--- src/core/scps_pkg.sv ---
/*
 Constants for the configuration pin sequencer: mode strap encoding, stream
 framing, CRC polynomial, timing counts. Assumes a single 10 MHz clock domain.
*/
package scps_pkg;

   // Strap encoding {bit2,bit1,bit0}
   localparam logic [2:0] MODE_MASTER_SERIAL = 3'h0;
   localparam logic [2:0] MODE_SLAVE_PAR     = 3'h3;
   localparam logic [2:0] MODE_MASTER_PAR    = 3'h4;
   localparam logic [2:0] MODE_PERIPH        = 3'h5;
   localparam logic [2:0] MODE_SLAVE_SERIAL  = 3'h7;

   // Stream framing: preamble byte, 32-bit length, payload, CRC-16 (MSB first)
   localparam logic [7:0]  PREAMBLE  = 8'hA5;
   localparam logic [15:0] CRC_POLY  = 16'h1021;
   localparam logic [15:0] CRC_INIT  = 16'hFFFF;
   localparam int          LEN_BYTES = 4;
   localparam int          CRC_BYTES = 2;

   // Timing
   localparam int CLK_HZ          = 10_000_000;
   localparam int MCLK_HALF_NS    = 500;
   localparam int MCLK_HALF_CYC   = (MCLK_HALF_NS * (CLK_HZ / 1_000_000) + 999) / 1000;
   localparam int INIT_NS         = 2_000;
   localparam int INIT_CYC        = (INIT_NS * (CLK_HZ / 1_000_000) + 999) / 1000;

   typedef enum logic [2:0] {
      ST_INIT, ST_PRE, ST_LEN, ST_DATA, ST_CRC, ST_ERR, ST_WAIT_DONE, ST_USER
   } scps_state_t;

endpackage : scps_pkg

--- src/core/scps_shift.sv ---
/*
 Bit/byte assembler with running CRC-16 over completed bytes.
 Assumes strobes are single-cycle pulses in the clk domain.
*/
`timescale 1ns/1ps
module scps_shift
(
   // Clock and reset
   input  wire logic       clk,
   input  wire logic       reset_n,
   input  wire logic       clear,
   // Input strobes
   input  wire logic       bit_stb,
   input  wire logic       bit_in,
   input  wire logic       byte_stb,
   input  wire logic [7:0] byte_in,
   // Result
   output logic            byte_vld_q,
   output logic [7:0]      byte_q,
   output logic [15:0]     crc_q
);
   logic [2:0]  cnt_q;
   logic [7:0]  sh_q;
   logic [7:0]  sh_d;
   logic        full;
   logic [7:0]  new_byte;

   function automatic logic [15:0] crc_byte(input logic [15:0] c, input logic [7:0] b);
      logic [15:0] r;
      r = c;
      for (int i = 7; i >= 0; i--)
      begin
         if (r[15] ^ b[i])
            r = {r[14:0], 1'b0} ^ scps_pkg::CRC_POLY;
         else
            r = {r[14:0], 1'b0};
      end
      return r;
   endfunction : crc_byte

   assign sh_d     = {sh_q[6:0], bit_in};
   assign full     = bit_stb && (cnt_q == 3'h7);
   assign new_byte = byte_stb ? byte_in : sh_d;

   always_ff @(posedge clk)
   begin
      if (!reset_n || clear)
      begin
         cnt_q      <= 3'h0;
         sh_q       <= 8'h00;
         byte_vld_q <= 1'b0;
         byte_q     <= 8'h00;
         crc_q      <= scps_pkg::CRC_INIT;
      end
      else
      begin
         byte_vld_q <= byte_stb || full;
         if (bit_stb)
         begin
            sh_q  <= sh_d;
            cnt_q <= cnt_q + 3'h1;
         end
         if (byte_stb || full)
         begin
            byte_q <= new_byte;
            crc_q  <= crc_byte(crc_q, new_byte);
         end
      end
   end
endmodule : scps_shift

--- src/core/scps_loader.sv ---
/*
 Configuration pin sequencer: strap decode, strobe handling, stream check,
 status pins and hand-over to user I/O. Assumes all pins are asynchronous
 to clk and are passed through two flip-flops before use.
*/
`timescale 1ns/1ps
module scps_loader
#(
   parameter int ADDR_W = 20
)
(
   // Clock and reset
   input  wire logic              clk,
   input  wire logic              reset_n,
   // Control pins
   input  wire logic              global_reset_n,
   input  wire logic              prog_restart_n,
   input  wire logic              global_tristate,
   // Mode straps
   input  wire logic              mode_strap_bit0,
   input  wire logic              mode_strap_bit1,
   input  wire logic              mode_strap_bit2,
   input  wire logic              mode_strap_high,
   // Peripheral selects
   input  wire logic              chip_select_low_n,
   input  wire logic              chip_select_high,
   // Configuration strobe
   input  wire logic              cfg_strobe_i,
   output logic                   cfg_strobe_o,
   output logic                   cfg_strobe_oe,
   // Data
   input  wire logic              serial_in,
   input  wire logic [7:0]        par_data,
   output logic                   serial_out,
   output logic [ADDR_W-1:0]      mem_addr,
   output logic                   mem_addr_oe,
   // Completion pin
   input  wire logic              done_i,
   output logic                   done_o,
   output logic                   done_oe,
   // Check error pin
   output logic                   check_err_o,
   output logic                   check_err_oe,
   output logic                   check_err_pullup,
   // Status
   output logic                   cfg_active_high,
   output logic                   cfg_active_n,
   // User I/O control
   output logic                   user_io_en,
   output logic                   io_pulldown_en,
   output logic                   user_ff_clear_n,
   output logic                   scan_reset
);
   // Two-flop synchronisers, bits: grst,prst,gts,m0,m1,m2,m3,csl,csh,strb,sin,done
   localparam int NS = 12;
   logic [NS-1:0] s1_q, s2_q, raw;
   logic [7:0]    d1_q, d2_q;
   assign raw = {done_i, serial_in, cfg_strobe_i, chip_select_high, chip_select_low_n,
                 mode_strap_high, mode_strap_bit2, mode_strap_bit1, mode_strap_bit0,
                 global_tristate, prog_restart_n, global_reset_n};
   always_ff @(posedge clk)
   begin
      s1_q <= raw;
      s2_q <= s1_q;
      d1_q <= par_data;
      d2_q <= d1_q;
   end

   wire       grst_n  = s2_q[0];
   wire       prst_n  = s2_q[1];
   wire       gts     = s2_q[2];
   wire [2:0] mode    = s2_q[5:3];
   wire       sel     = !s2_q[7] && s2_q[8];
   wire       strb_s  = s2_q[9];
   wire       sin_s   = s2_q[10];
   wire       done_s  = s2_q[11];

   // Mode decode
   wire m_master  = (mode == scps_pkg::MODE_MASTER_SERIAL) ||
                    (mode == scps_pkg::MODE_MASTER_PAR);
   wire m_par     = (mode == scps_pkg::MODE_MASTER_PAR) || (mode == scps_pkg::MODE_SLAVE_PAR)
                    || (mode == scps_pkg::MODE_PERIPH);
   wire m_periph  = (mode == scps_pkg::MODE_PERIPH);

   scps_pkg::scps_state_t st_q, st_d;
   logic        strb_q, mclk_q, mstrb_prev_q;
   logic [3:0]  div_q;
   logic [7:0]  ic_q;
   logic [31:0] len_q, cnt_q;
   logic [ADDR_W-1:0] addr_q;
   logic        err_q, sout_q, sout_next_q;
   logic [7:0]  byte_q;
   logic        bvld;
   logic [15:0] crc;
   logic        clr;

   // Strobe edges: own divider in master modes, sampled pin otherwise
   wire in_cfg   = (st_q == scps_pkg::ST_PRE) || (st_q == scps_pkg::ST_LEN) ||
                   (st_q == scps_pkg::ST_DATA) || (st_q == scps_pkg::ST_CRC);
   wire div_hit  = (div_q == 4'(scps_pkg::MCLK_HALF_CYC - 1));
   wire strb_cur = m_master ? mclk_q : strb_s;
   wire rise     = strb_cur && !strb_q && in_cfg && (!m_periph || sel);
   wire fall     = !strb_cur && strb_q && in_cfg;
   wire bit_stb  = rise && !m_par;
   wire byte_stb = rise && m_par;
   wire [7:0] pbyte = {d2_q[7:1], sin_s};

   always_ff @(posedge clk)
   begin
      if (!reset_n)
      begin
         div_q  <= 4'h0;
         mclk_q <= 1'b0;
         strb_q <= 1'b0;
      end
      else
      begin
         strb_q <= strb_cur;
         div_q  <= (div_hit || !in_cfg || !m_master) ? 4'h0 : div_q + 4'h1;
         if (!in_cfg || !m_master)
            mclk_q <= 1'b0;
         else if (div_hit)
            mclk_q <= !mclk_q;
      end
   end

   scps_shift u_shift
   (
      .clk        (clk),
      .reset_n    (reset_n),
      .clear      (clr),
      .bit_stb    (bit_stb),
      .bit_in     (sin_s),
      .byte_stb   (byte_stb),
      .byte_in    (pbyte),
      .byte_vld_q (bvld),
      .byte_q     (byte_q),
      .crc_q      (crc)
   );

   // Sequencer
   wire restart  = !prst_n;
   wire crc_ok   = (crc == 16'h0000);
   wire last_len = (cnt_q == 32'(scps_pkg::LEN_BYTES - 1));
   wire last_dat = (cnt_q + 32'h1 >= len_q);
   wire last_crc = (cnt_q == 32'(scps_pkg::CRC_BYTES - 1));
   assign clr    = (st_q == scps_pkg::ST_INIT) || (bvld && st_q == scps_pkg::ST_PRE &&
                   byte_q == scps_pkg::PREAMBLE);

   always_comb
   begin
      st_d = st_q;
      case (st_q)
         scps_pkg::ST_INIT:
            if (ic_q == 8'(scps_pkg::INIT_CYC) && prst_n && grst_n)
               st_d = scps_pkg::ST_PRE;
         scps_pkg::ST_PRE:
            if (bvld)
               st_d = (byte_q == scps_pkg::PREAMBLE) ? scps_pkg::ST_LEN
                                                     : scps_pkg::ST_ERR;
         scps_pkg::ST_LEN:
            if (bvld && last_len)
               st_d = scps_pkg::ST_DATA;
         scps_pkg::ST_DATA:
            if (bvld && last_dat)
               st_d = scps_pkg::ST_CRC;
         scps_pkg::ST_CRC:
            if (bvld && last_crc)
               st_d = crc_ok ? scps_pkg::ST_WAIT_DONE : scps_pkg::ST_ERR;
         scps_pkg::ST_ERR:
            if (prst_n && grst_n)
               st_d = scps_pkg::ST_INIT;
         scps_pkg::ST_WAIT_DONE:
            if (done_s)
               st_d = scps_pkg::ST_USER;
         scps_pkg::ST_USER:
            st_d = scps_pkg::ST_USER;
         default:
            st_d = scps_pkg::ST_INIT;
      endcase
      if (restart)
         st_d = scps_pkg::ST_INIT;
      else if (!grst_n && in_cfg)
         st_d = scps_pkg::ST_INIT;
   end

   always_ff @(posedge clk)
   begin
      if (!reset_n)
      begin
         st_q   <= scps_pkg::ST_INIT;
         ic_q   <= 8'h00;
         cnt_q  <= 32'h0;
         len_q  <= 32'h0;
         addr_q <= '0;
         err_q  <= 1'b0;
      end
      else
      begin
         st_q  <= st_d;
         ic_q  <= (st_q == scps_pkg::ST_INIT && ic_q != 8'(scps_pkg::INIT_CYC)) ?
                  ic_q + 8'h1 : (st_q == scps_pkg::ST_INIT ? ic_q : 8'h00);
         if (st_d == scps_pkg::ST_ERR)
            err_q <= 1'b1;
         else if (st_d == scps_pkg::ST_PRE)
            err_q <= 1'b0;
         if (st_q != st_d)
            cnt_q <= 32'h0;
         else if (bvld)
            cnt_q <= cnt_q + 32'h1;
         if (bvld && st_q == scps_pkg::ST_LEN)
            len_q <= {len_q[23:0], byte_q};
         if (st_q == scps_pkg::ST_INIT)
            addr_q <= '0;
         else if (byte_stb && mode == scps_pkg::MODE_MASTER_PAR)
            addr_q <= addr_q + ADDR_W'(1);
      end
   end

   // Daisy-chain output, changed on strobe falling edge
   always_ff @(posedge clk)
   begin
      if (!reset_n)
      begin
         sout_next_q <= 1'b1;
         sout_q      <= 1'b1;
         mstrb_prev_q <= 1'b0;
      end
      else
      begin
         mstrb_prev_q <= rise;
         if (rise)
            sout_next_q <= sin_s;
         if (fall)
            sout_q <= sout_next_q;
      end
   end

   // Registered pin outputs
   wire cfg_phase = (st_q != scps_pkg::ST_USER);
   wire done_rel  = (st_q == scps_pkg::ST_WAIT_DONE) || (st_q == scps_pkg::ST_USER);
   always_ff @(posedge clk)
   begin
      if (!reset_n)
      begin
         cfg_strobe_o     <= 1'b0;
         cfg_strobe_oe    <= 1'b0;
         serial_out       <= 1'b1;
         mem_addr         <= '0;
         mem_addr_oe      <= 1'b0;
         done_o           <= 1'b0;
         done_oe          <= 1'b1;
         check_err_o      <= 1'b0;
         check_err_oe     <= 1'b0;
         check_err_pullup <= 1'b1;
         cfg_active_high  <= 1'b1;
         cfg_active_n     <= 1'b0;
         user_io_en       <= 1'b0;
         io_pulldown_en   <= 1'b0;
         user_ff_clear_n  <= 1'b0;
         scan_reset       <= 1'b1;
      end
      else
      begin
         cfg_strobe_o     <= mclk_q;
         cfg_strobe_oe    <= cfg_phase && m_master;
         serial_out       <= sout_q;
         mem_addr         <= addr_q;
         mem_addr_oe      <= cfg_phase && (mode == scps_pkg::MODE_MASTER_PAR) && !gts;
         done_o           <= 1'b0;
         done_oe          <= !done_rel;
         check_err_o      <= 1'b0;
         check_err_oe     <= err_q;
         check_err_pullup <= cfg_phase;
         cfg_active_high  <= cfg_phase;
         cfg_active_n     <= !cfg_phase;
         user_io_en       <= (st_q == scps_pkg::ST_USER) && !gts;
         io_pulldown_en   <= gts;
         user_ff_clear_n  <= (st_q == scps_pkg::ST_USER) && grst_n;
         scan_reset       <= restart;
      end
   end
endmodule : scps_loader

--- config.mk ---
export PLATFORM = sky130hd
export DESIGN_NAME = scps_loader
export DESIGN_NICKNAME = d
export VERILOG_FILES = /design/src/core/scps_pkg.sv /design/src/core/scps_shift.sv /design/src/core/scps_loader.sv
export SDC_FILE = /design/constraint.sdc
export NUM_CORES = 1
export LEC_CHECK = 0
export ABC_AREA = 1
export BUFFER_PORTS_ARGS = -buffer_cell sky130_fd_sc_hd__buf_4
export CORE_ASPECT_RATIO = 0.7
export CORE_MARGIN = 2
export CORE_UTILIZATION = 55
export DETAILED_ROUTE_END_ITERATION = 10
export PLACE_DENSITY = 0.75
export SYNTH_ARGS = -nofsm -noshare
export SYNTH_HDL_FRONTEND = slang
export SYNTH_HIERARCHICAL = 1
export SYNTH_SLANG_ARGS = --single-unit
--- constraint.sdc ---
create_clock -name clk -period 3.6 [get_ports clk]
set_input_delay 0 -clock clk [delete_from_list [all_inputs] [get_ports clk]]
set_output_delay 0 -clock clk [all_outputs]
set_load 0.02 [all_outputs]
==> results of run 1 <==
## synth_stat cells (all sizes together)
master  number
nand2      336
inv        222
dfxtp      207
nor2       148
o21ai      102
nand3       84
a21oi       80
ha          41
nor3        24
xor2        24
nand4       22
clkbuf      20
buf         18
a31oi       10
nor4        10
or2         10
o211ai       7
xnor2        5
a21o         2
and2         2
nand3b       2
o21a         2
o21bai       2
a211oi       1
clkinv       1
conb         1
mux2i        1
or3          1
## logic make-up after synthesis
family / share of synthesized area [%]
xor gates and xnor gates: 2.530
other: 0.03735
adders and majority gates: 5.110
DFF: 41.28
muxes: 0.09970
AOI/OAI and AO/OA: 10.79
and+or+nand+nor: 29.66
buffers and inverters: 10.49
## metal layers
metal / share of wire, % / vias to the layer above / wire, microns / GRT usage [%]
li1: - / 4598 / - / -
met1: 47 / 4123 / 11630 / 37.32
met2: 42 / 333 / 10400 / 39.25
met3: 8.4 / 61 / 2080 / 4.827
met4: 2.3 / 0 / 578 / 5.690
met5: 0 / - / 0 / 0
## how the worst max path moves through the flow
stage                     startpoint                endpoint  slack [ns]
2_1_floorplan  cnt_q[0]$_SDFFE_PP0P_   cnt_q[9]$_SDFFE_PP0P_        0.13
3_3_place_gp   cnt_q[0]$_SDFFE_PP0P_   cnt_q[9]$_SDFFE_PP0P_        0.09
3_5_place_dp   cnt_q[0]$_SDFFE_PP0P_  cnt_q[19]$_SDFFE_PP0P_       -0.10
4_1_cts        cnt_q[0]$_SDFFE_PP0P_  cnt_q[13]$_SDFFE_PP0P_       -0.09
5_1_grt        cnt_q[1]$_SDFFE_PP0P_  cnt_q[15]$_SDFFE_PP0P_       -0.52
6_report       cnt_q[1]$_SDFFE_PP0P_  cnt_q[13]$_SDFFE_PP0P_       -0.33
## area by class of cell
type	count	area, sq um	share of cell area (%)
clock buffer	32	626.9	5.164
timing repair buffer	122	1026	8.452
sequential	207	4146	34.16
clock inverter	6	66.31	0.5463
multi-input combinational	918	5141	42.35
tap	236	295.3	2.432
inverter	223	837.1	6.896
## flip-flops by register name (all words and copies together), names as in the netlist, 3 cells and up
name and cells:
addr_q 20, cnt_q 32, d1_q 7, d2_q 7, div_q 4, ic_q 8
len_q 32, mem_addr 20, s1_q 11, s2_q 11, st_q 3, u_shift/byte_q 8
u_shift/cnt_q 3, u_shift/crc_q 16, u_shift/sh_q 7
## timing repair
| item | CTS | global route |
|---|---|---|
| gates cloned | 2 | 1 |
| hold buffers | 19 | 0 |
| endpoints found under the setup margin | 32 | 35 |
| buffers inserted | 15 | 6 |
| pin swaps | 1 | 28 |
| endpoints found under the hold margin | 23 | 0 |
| gates resized for setup | 14 | 68 |
## power by group
part / internal [mW] / switching [mW]
logic: 0.0525 / 0.0637
registers: 2.32 / 0.0142
clock network: 1.28 / 0.902
total: 3.65 / 0.980
## stage by stage
| step | std cells | utilization (%) |
|---|---|---|
| 2_1_floorplan | 1386 | - |
| 3_3_place_gp | 1668 | 59.99 |
| 3_5_place_dp | 1668 | 59.99 |
| 4_1_cts | 1742 | 66.25 |
| 5_1_grt | 1744 | 67.61 |
| 6_report | 1744 | 67.61 |
## worst max-delay path: cells and delay by family, from the launching register on
family | cells | cell delay [ns]
AOI/OAI and AO/OA | 1 | 0.07
xor gates and xnor gates | 1 | 0.33
buffers and inverters | 5 | 0.59
DFF | 1 | 0.35
adders and majority gates | 2 | 0.42
and+or+nand+nor | 21 | 2.09
==> results_dict.tcl, run 1 <==
set metrics [dict create \
    worstPathArrival_ns 4.37 \
    crit_fanout 8 \
    relSlewSlack_pct 54.72 \
    regToRegSetupSlack_ns -0.33 \
    clock-sinks 207 \
    h-tree-depth 1 \
    hp-class "in2reg" \
    setup_viol 33 \
    nets 1556 \
    yosysWarnings 6 \
    violations "negative setup slack" \
    cts_root_buf "clkbuf_16" \
    final_common_cell "nand2_1" \
    crit_required_ns 4.04 \
    yosysSeqAreaShare_pct 41.28 \
    syn_area_per_cell_sq_um 7.249 \
    slowest_delay_ns 0.35 \
    fill_cells 1490 \
    status "complete, but fails checks" \
    clock_skew_ns 0.01257 \
    vias 9115 \
    core_sq_um 17950 \
    crit_path_end_kind "flip-flop" \
    hpwlAfterDp_microns 16680 \
    die_w_microns 165.5 \
    area_delta_synth_final_pct 20.91 \
    drv_slew 0 \
    start_util_pct 55.92 \
    rsz0062_at_grt "true" \
    insertion_delay_ns 0.51 \
    hp-start "par_data[7]" \
    tightest_slew_ns 0.6792 \
    postRouteAntennaNets 0 \
    pin_count 57 \
    first_pass_iters 6 \
    drive_above_1_share_pct 18.50 \
    r2r-end "cnt_q[13]$_SDFFE_PP0P_" \
    dpl_cell_area_sq_um 10770 \
    synthCells 1385 \
    holdWs_ns 0.1347 \
    grt_first_pass_wirelength_microns 39600 \
    stdcell_area_sq_um 12140 \
    start_kind "flip-flop" \
    synth.top_cell.area_share_pct 41.28 \
    drt-vias-per-instance 5.226 \
    total_power_mw 4.626 \
    min_delay_worst_endpoint "d1_q[7]$_DFF_P_" \
    grt_max_degree 66 \
    hold_violations 0 \
    finalSetupTns_ns -9.648 \
    fmax_mhz 254.4 \
    clkTransAtPathRegs_ns 0.06 \
    die_h_microns 117.0 \
    crit_type "reg2reg" \
    final_cell_mix "274 x nand2_1, 216 x inv_1, 205 x dfxtp_1, 101 x nor2_1, 99 x o21ai_0" \
    fin_ws_ns -0.3309 \
    die_area_sq_um 19370 \
    finalCriticalPeriod_ns 3.931 \
    routed_wl_microns 24700 \
    portBuffers 52 \
    ys_ff_latch 207 \
    grt_pass1_vias 8214 \
    path_common_cell "nand2_2" \
    grt_use_total_pct 25.51 \
    power_leakage_nw 5.532 \
    place_congestion 0.9146 \
    power.density_nw_per_um2 381.1 \
    routedWlPerCell_microns 14.16 \
    dp_slack_ns -0.1045 \
    slowest_stage "dfxtp_2" \
    ir_drop_mv 0.3735 \
    hold-path-cell-count 2 \
    synth_cell_type_count 43 \
    antenna_found_initial 0 \
    clockBufferDepth 3 \
    drc 0 \
    cap_violations 0 \
    cts_buffers 21 \
    post-route-period-util_pct 109.2 \
    diodes 0 \
    r2r.worst_path.cells 30 \
    overflow 0 \
    synth_area_leaders "dfxtp_1 41%, nand2_1 11%, inv_1 8.1%" \
    r2r-start "cnt_q[1]$_SDFFE_PP0P_" \
    synth_area_sq_um 10040 \
    cts_tree "built" \
    drtIter0Drc 1062 \
    synth_top_area_cell "dfxtp_1" \
    rows 41 \
]
Note: power is estimated with default switching activity, not from simulation.
==> run 2, diff against run 1 <==
--- a/config.mk
+++ b/config.mk
@@ -8,10 +8,10 @@
 export ABC_AREA = 1
 export BUFFER_PORTS_ARGS = -buffer_cell sky130_fd_sc_hd__buf_4
 export CORE_ASPECT_RATIO = 0.7
-export CORE_MARGIN = 2
 export CORE_UTILIZATION = 55
 export DETAILED_ROUTE_END_ITERATION = 10
 export PLACE_DENSITY = 0.75
+export REMOVE_ABC_BUFFERS = 1
 export SYNTH_ARGS = -nofsm -noshare
 export SYNTH_HDL_FRONTEND = slang
 export SYNTH_HIERARCHICAL = 1
==> run 2 against run 1 <==
Effect of this change:
- the flow still finishes with violations (negative setup slack)
- register-to-register slack better by 0.15 ns
- die area is 2.9% lower
- maximum frequency is 3.9% higher
- critical path type unchanged
- critical endpoint is now cnt_q[5]$_SDFFE_PP0P_
- highest routed layer unchanged
==> results_dict.tcl, run 2 (synthesized netlist as in run 1, its figures left out) <==
set metrics [dict create \
    hp-class "in2reg" \
    reg_top3 "cnt_q: 32 flops, len_q: 32 flops" \
    fmax_mhz 264.4 \
    clock_skew_ns 0.01153 \
    dpl_cell_area_sq_um 10710 \
    die_area_sq_um 18810 \
    postRouteAntennaNets 0 \
    post-route-period-util_pct 105.0 \
    overflow 0 \
    highest_layer "met4" \
    stdcell_area_sq_um 11970 \
    violations "negative setup slack" \
    drive_above_1_share_pct 17.38 \
    final_common_cell "nand2_1" \
    crit_buf_inv 2 \
    nets 1542 \
    endpoint "cnt_q[5]$_SDFFE_PP0P_" \
    antenna_found_initial 0 \
    crit_path_end_kind "flip-flop" \
    diodes 0 \
    power.density_nw_per_um2 385.0 \
    r2r-start "cnt_q[0]$_SDFFE_PP0P_" \
    portBuffers 52 \
    tightest_slew_ns 0.8531 \
    rows 40 \
    rsz0062_at_grt "true" \
    start_kind "flip-flop" \
    cts_tree "built" \
    holdWs_ns 0.1334 \
    setup_viol 32 \
    hold_violations 0 \
    clkTransAtPathRegs_ns 0.06 \
    clockBufferDepth 3 \
    relSlewSlack_pct 43.05 \
    clock-sinks 207 \
    crit_type "reg2reg" \
    routedWlPerCell_microns 14.21 \
    power_leakage_nw 5.467 \
    final_cell_mix "277 x nand2_1, 215 x inv_1, 202 x dfxtp_1, 106 x nor2_1, 99 x o21ai_0" \
    wl_met3_microns 1708 \
    wl_met2_microns 10110 \
    finalCriticalPeriod_ns 3.782 \
    ir_drop_mv 0.4638 \
    hpwlAfterDp_microns 16660 \
    start_util_pct 57.31 \
    status "complete, but fails checks" \
    drt-vias-per-instance 5.224 \
    fin_ws_ns -0.1817 \
    h-tree-depth 1 \
    crit_required_ns 4.04 \
    insertion_delay_ns 0.51 \
    core_sq_um 17520 \
    first_pass_iters 5 \
    routed_wl_microns 24450 \
    slowest_delay_ns 0.35 \
    r2r.worst_path.cells 28 \
    grt_max_degree 66 \
    pin_count 57 \
    r2r-end "cnt_q[5]$_SDFFE_PP0P_" \
    path_depth 28 \
    wl_met1_microns 12090 \
    cts_root_buf "clkbuf_16" \
    crit_fanout 8 \
    hold-path-cell-count 2 \
    crit_family "simple AND/OR/NAND/NOR gates" \
    cts_buffers 21 \
    grt_pass1_vias 7972 \
    place_congestion 0.9065 \
    grt_first_pass_wirelength_microns 38740 \
    die_h_microns 115.0 \
    vias 8991 \
    drv_slew 0 \
    crit_start "cnt_q[0]$_SDFFE_PP0P_" \
    cap_violations 0 \
    area_delta_synth_final_pct 19.27 \
    drtIter0Drc 832 \
    regToRegSetupSlack_ns -0.18 \
    drc 0 \
    finalSetupTns_ns -4.877 \
    slowest_stage "dfxtp_2" \
    grt_use_total_pct 25.51 \
    worstPathArrival_ns 4.22 \
    die_w_microns 163.5 \
]
run 2: power by group:
part / internal (mW) / switching [mW]
sequential: 2.32 / 0.0144
combinational: 0.0530 / 0.0628
clock: 1.27 / 0.893
run 2: stage by stage:
| step | power (mW) | utilization [%] | setup slack [ns] | instances |
|---|---|---|---|---|
| 2_1_floorplan | 2.419 | - | -0.04037 | 1348 |
| 3_3_place_gp | 2.463 | 61.16 | 0.02424 | 1656 |
| 3_5_place_dp | 2.465 | 61.16 | -0.1272 | 1656 |
| 4_1_cts | 4.624 | 66.60 | -0.06473 | 1711 |
| 5_1_grt | 4.739 | 68.36 | -0.4064 | 1721 |
| 6_report | 4.611 | 68.36 | -0.1817 | 1721 |
run 2: worst min path at each step:
stage / start / to / slack [ns]
after floorplan: par_data[1] / d1_q[1]$_DFF_P_ / 0.03
after global placement: par_data[6] / d1_q[6]$_DFF_P_ / 0.10
after detailed placement: par_data[1] / d1_q[1]$_DFF_P_ / 0.11
after CTS: par_data[1] / d1_q[1]$_DFF_P_ / 0.11
after global routing: chip_select_low_n / s1_q[7]$_DFF_P_ / 0.13
final: par_data[1] / d1_q[1]$_DFF_P_ / 0.13
run 2: repair_timing:
item                       CTS  global route
cloned                       1             2
resized for setup           17            55
hold buffers                19             0
setup buffers                1             8
setup endpoints to repair   32            36
pin swaps                    8            27
hold endpoints to repair    23             0
run 2: layout make-up:
class                      count  area [sq um]
tap                          231         289.0
inverter                     223         837.1
sequential                   207          4150
clock inverter                 7         88.84
timing repair buffer         108         925.9
multi-input combinational    918          5105
fill                        1444          5543
clock buffer                  27         578.1
run 2: routing by layer:
| metal | up-vias | track usage, % |
|---|---|---|
| met1 | 4031 | 38.20 |
| met4 | 0 | 5.185 |
| li1 | 4576 | - |
| met3 | 48 | 3.896 |
| met2 | 336 | 38.67 |
| met5 | - | 0 |
==> run 3, diff against run 2 <==
--- a/config.mk
+++ b/config.mk
@@ -10,7 +10,7 @@
 export CORE_ASPECT_RATIO = 0.7
 export CORE_UTILIZATION = 55
 export DETAILED_ROUTE_END_ITERATION = 10
-export PLACE_DENSITY = 0.75
+export PLACE_DENSITY = 0.84
 export REMOVE_ABC_BUFFERS = 1
 export SYNTH_ARGS = -nofsm -noshare
 export SYNTH_HDL_FRONTEND = slang
==> run 3 against run 2 <==
Effect of this change:
- the run still ends with negative setup slack left
- final area rose by 2.2%
- combinational power barely moved
- critical path depth rose by 1
- count of clock-buffer cells in the layout fell by 2
- hold slack got worse by 0.012 ns
- via count rose by 3.8%
- power fell by 1.3%
- first-iteration DRC count rose by 34%
- sequential share of layout area fell by 0.71 points
- global-route usage rose by 2.0 points
- final cell count rose by 1.6%
- critical path type unchanged
- largest cell class unchanged
==> results_dict.tcl, run 3 (synthesized netlist as in run 1, its figures left out) <==
set metrics [dict create \
    fin_ws_ns -0.1956 \
    path_common_cell "nand2_2" \
    power.density_nw_per_um2 371.9 \
    crit_path_end_kind "flip-flop" \
    final_cell_mix "277 x nand2_1, 214 x inv_1, 201 x dfxtp_1, 105 x nor2_1, 105 x buf_4" \
    postRouteAntennaNets 0 \
    r2r-start "cnt_q[0]$_SDFFE_PP0P_" \
    clkTransAtPathRegs_ns 0.07 \
    start_util_pct 57.31 \
    grtUsageMet3_pct 5.483 \
    finalSetupTns_ns -4.718 \
    grt_max_degree 64 \
    overflow 0 \
    regToRegSetupSlack_ns -0.20 \
    crit_fanout 8 \
    power_leakage_nw 5.602 \
    first_pass_iters 6 \
    min_delay_worst_endpoint "s1_q[7]$_DFF_P_" \
    r2r.worst_path.cells 29 \
    clock-sinks 207 \
    clockBufferDepth 3 \
    met1_usage_pct 39.55 \
    violations "negative setup slack" \
    setup_viol 33 \
    ir_drop_mv 0.3886 \
    pin_count 57 \
    grt_use_met2_pct 42.37 \
    cts_tree "built" \
    hold_violations 0 \
    grt_pass1_vias 8534 \
    portBuffers 52 \
    drc 0 \
    relSlewSlack_pct 42.09 \
    dp.cells 1654 \
    drive_above_1_share_pct 19.43 \
    grt_busiest_layer "met2" \
    cts_buffers 20 \
    hp-start "chip_select_low_n" \
    drtIter0Drc 1119 \
    hpwlAfterDp_microns 17660 \
    slowest_delay_ns 0.36 \
    drv_slew 0 \
    antenna_found_initial 0 \
    crit_required_ns 4.04 \
    post-route-period-util_pct 105.4 \
    cap_violations 0 \
    die_w_microns 163.5 \
    status "complete, but fails checks" \
    grt_use_total_pct 27.53 \
    tightest_slew_ns 0.8675 \
    worstPathArrival_ns 4.23 \
    clock_skew_ns 0.02530 \
    grt_first_pass_wirelength_microns 41590 \
    hold-path-cell-count 2 \
    cts_root_buf "clkbuf_16" \
    insertion_delay_ns 0.52 \
    crit_buf_inv 1 \
    routedWlPerCell_microns 14.99 \
    nets 1567 \
    fmax_mhz 263.5 \
    r2r-end "cnt_q[4]$_SDFFE_PP0P_" \
    core_sq_um 17520 \
    area_delta_synth_final_pct 21.86 \
    vias 9332 \
    rows 40 \
    start_kind "flip-flop" \
    slowest_stage "dfxtp_2" \
    finalCriticalPeriod_ns 3.796 \
    rsz0062_at_grt "true" \
    routed_wl_microns 26220 \
    diodes 0 \
    h-tree-depth 1 \
    holdWs_ns 0.1215 \
    crit_type "reg2reg" \
    die_area_sq_um 18810 \
    place_congestion 0.9391 \
    final_common_cell "nand2_1" \
    reg_top3 "cnt_q: 32 flops, len_q: 32 flops" \
    layout.cells.non_filler 1749 \
    hp-class "in2reg" \
    die_h_microns 115.0 \
    drt-vias-per-instance 5.336 \
    crit_family "simple AND/OR/NAND/NOR gates" \
]
[run 3: changes by cell type in the layout (fill, tap and decap cells not counted), moves of 3 or more]
cell,delta
buf_4,+20
buf_6,+7
ha_1,-3
ha_4,+3
nand2_2,+6
nand2_4,-6
nor2_2,-4
nor2_4,+5
[run 3: area by class of cell]
type | instances | area [sq um]
fillers | 1336 | 5283
well taps | 231 | 289.0
clock buffers | 25 | 539.3
inverters | 223 | 837.1
clock inverters | 11 | 115.1
repair buffers | 134 | 1142
multi-input cells | 918 | 5157
flip-flops and latches | 207 | 4154
[run 3: how the worst max path moves through the flow]
stage | end | cells past startpoint | start | slack [ns]
floorplan | cnt_q[0]$_SDFFE_PP0P_ | 28 | cnt_q[0]$_SDFFE_PP0P_ | -0.04
global placement | cnt_q[28]$_SDFFE_PP0P_ | 30 | cnt_q[0]$_SDFFE_PP0P_ | 0.05
detailed placement | cnt_q[11]$_SDFFE_PP0P_ | 29 | cnt_q[0]$_SDFFE_PP0P_ | -0.15
CTS | cnt_q[28]$_SDFFE_PP0P_ | 31 | cnt_q[0]$_SDFFE_PP0P_ | -0.14
global route | cnt_q[21]$_SDFFE_PP0P_ | 30 | cnt_q[0]$_SDFFE_PP0P_ | -0.48
finish | cnt_q[4]$_SDFFE_PP0P_ | 29 | cnt_q[0]$_SDFFE_PP0P_ | -0.20
[run 3: routing by layer]
metal	wire length, microns	share of wire, %	vias up
met4	572	2.2	0
met2	11220	43	388
met5	0	0	-
met3	2517	9.6	52
li1	-	-	4620
met1	11910	45	4272
[run 3: what timing repair did]
item / 4_1_cts / 5_1_grt
buffers inserted: 31 / 12
pin swaps: 7 / 17
gates cloned: 2 / 1
resized for setup: 22 / 65
hold buffers: 19 / 0
endpoints found under the hold margin: 33 / 0
setup endpoints to repair: 32 / 36
[run 3: stage by stage]
stage          worst slack [ns]  utilization, %  cell area, sq um  power, mW
2_1_floorplan          -0.04037               -              9827      2.419
3_3_place_gp            0.05163           61.07             10700      2.463
3_5_place_dp            -0.1474           61.07             10700      2.466
4_1_cts                 -0.1436           68.13             11930      4.557
5_1_grt                 -0.4843           69.84             12230      4.690
6_report                -0.1956           69.84             12230      4.550
[run 3: power breakdown]
| group | switching [mW] | internal [mW] | leakage, nW |
|---|---|---|---|
| Combinational | 0.0647 | 0.0548 | 3.59 |
| Clock | 0.943 | 1.16 | 0.322 |
| Sequential | 0.0151 | 2.32 | 1.69 |
| Total | 1.02 | 3.53 | 5.60 |
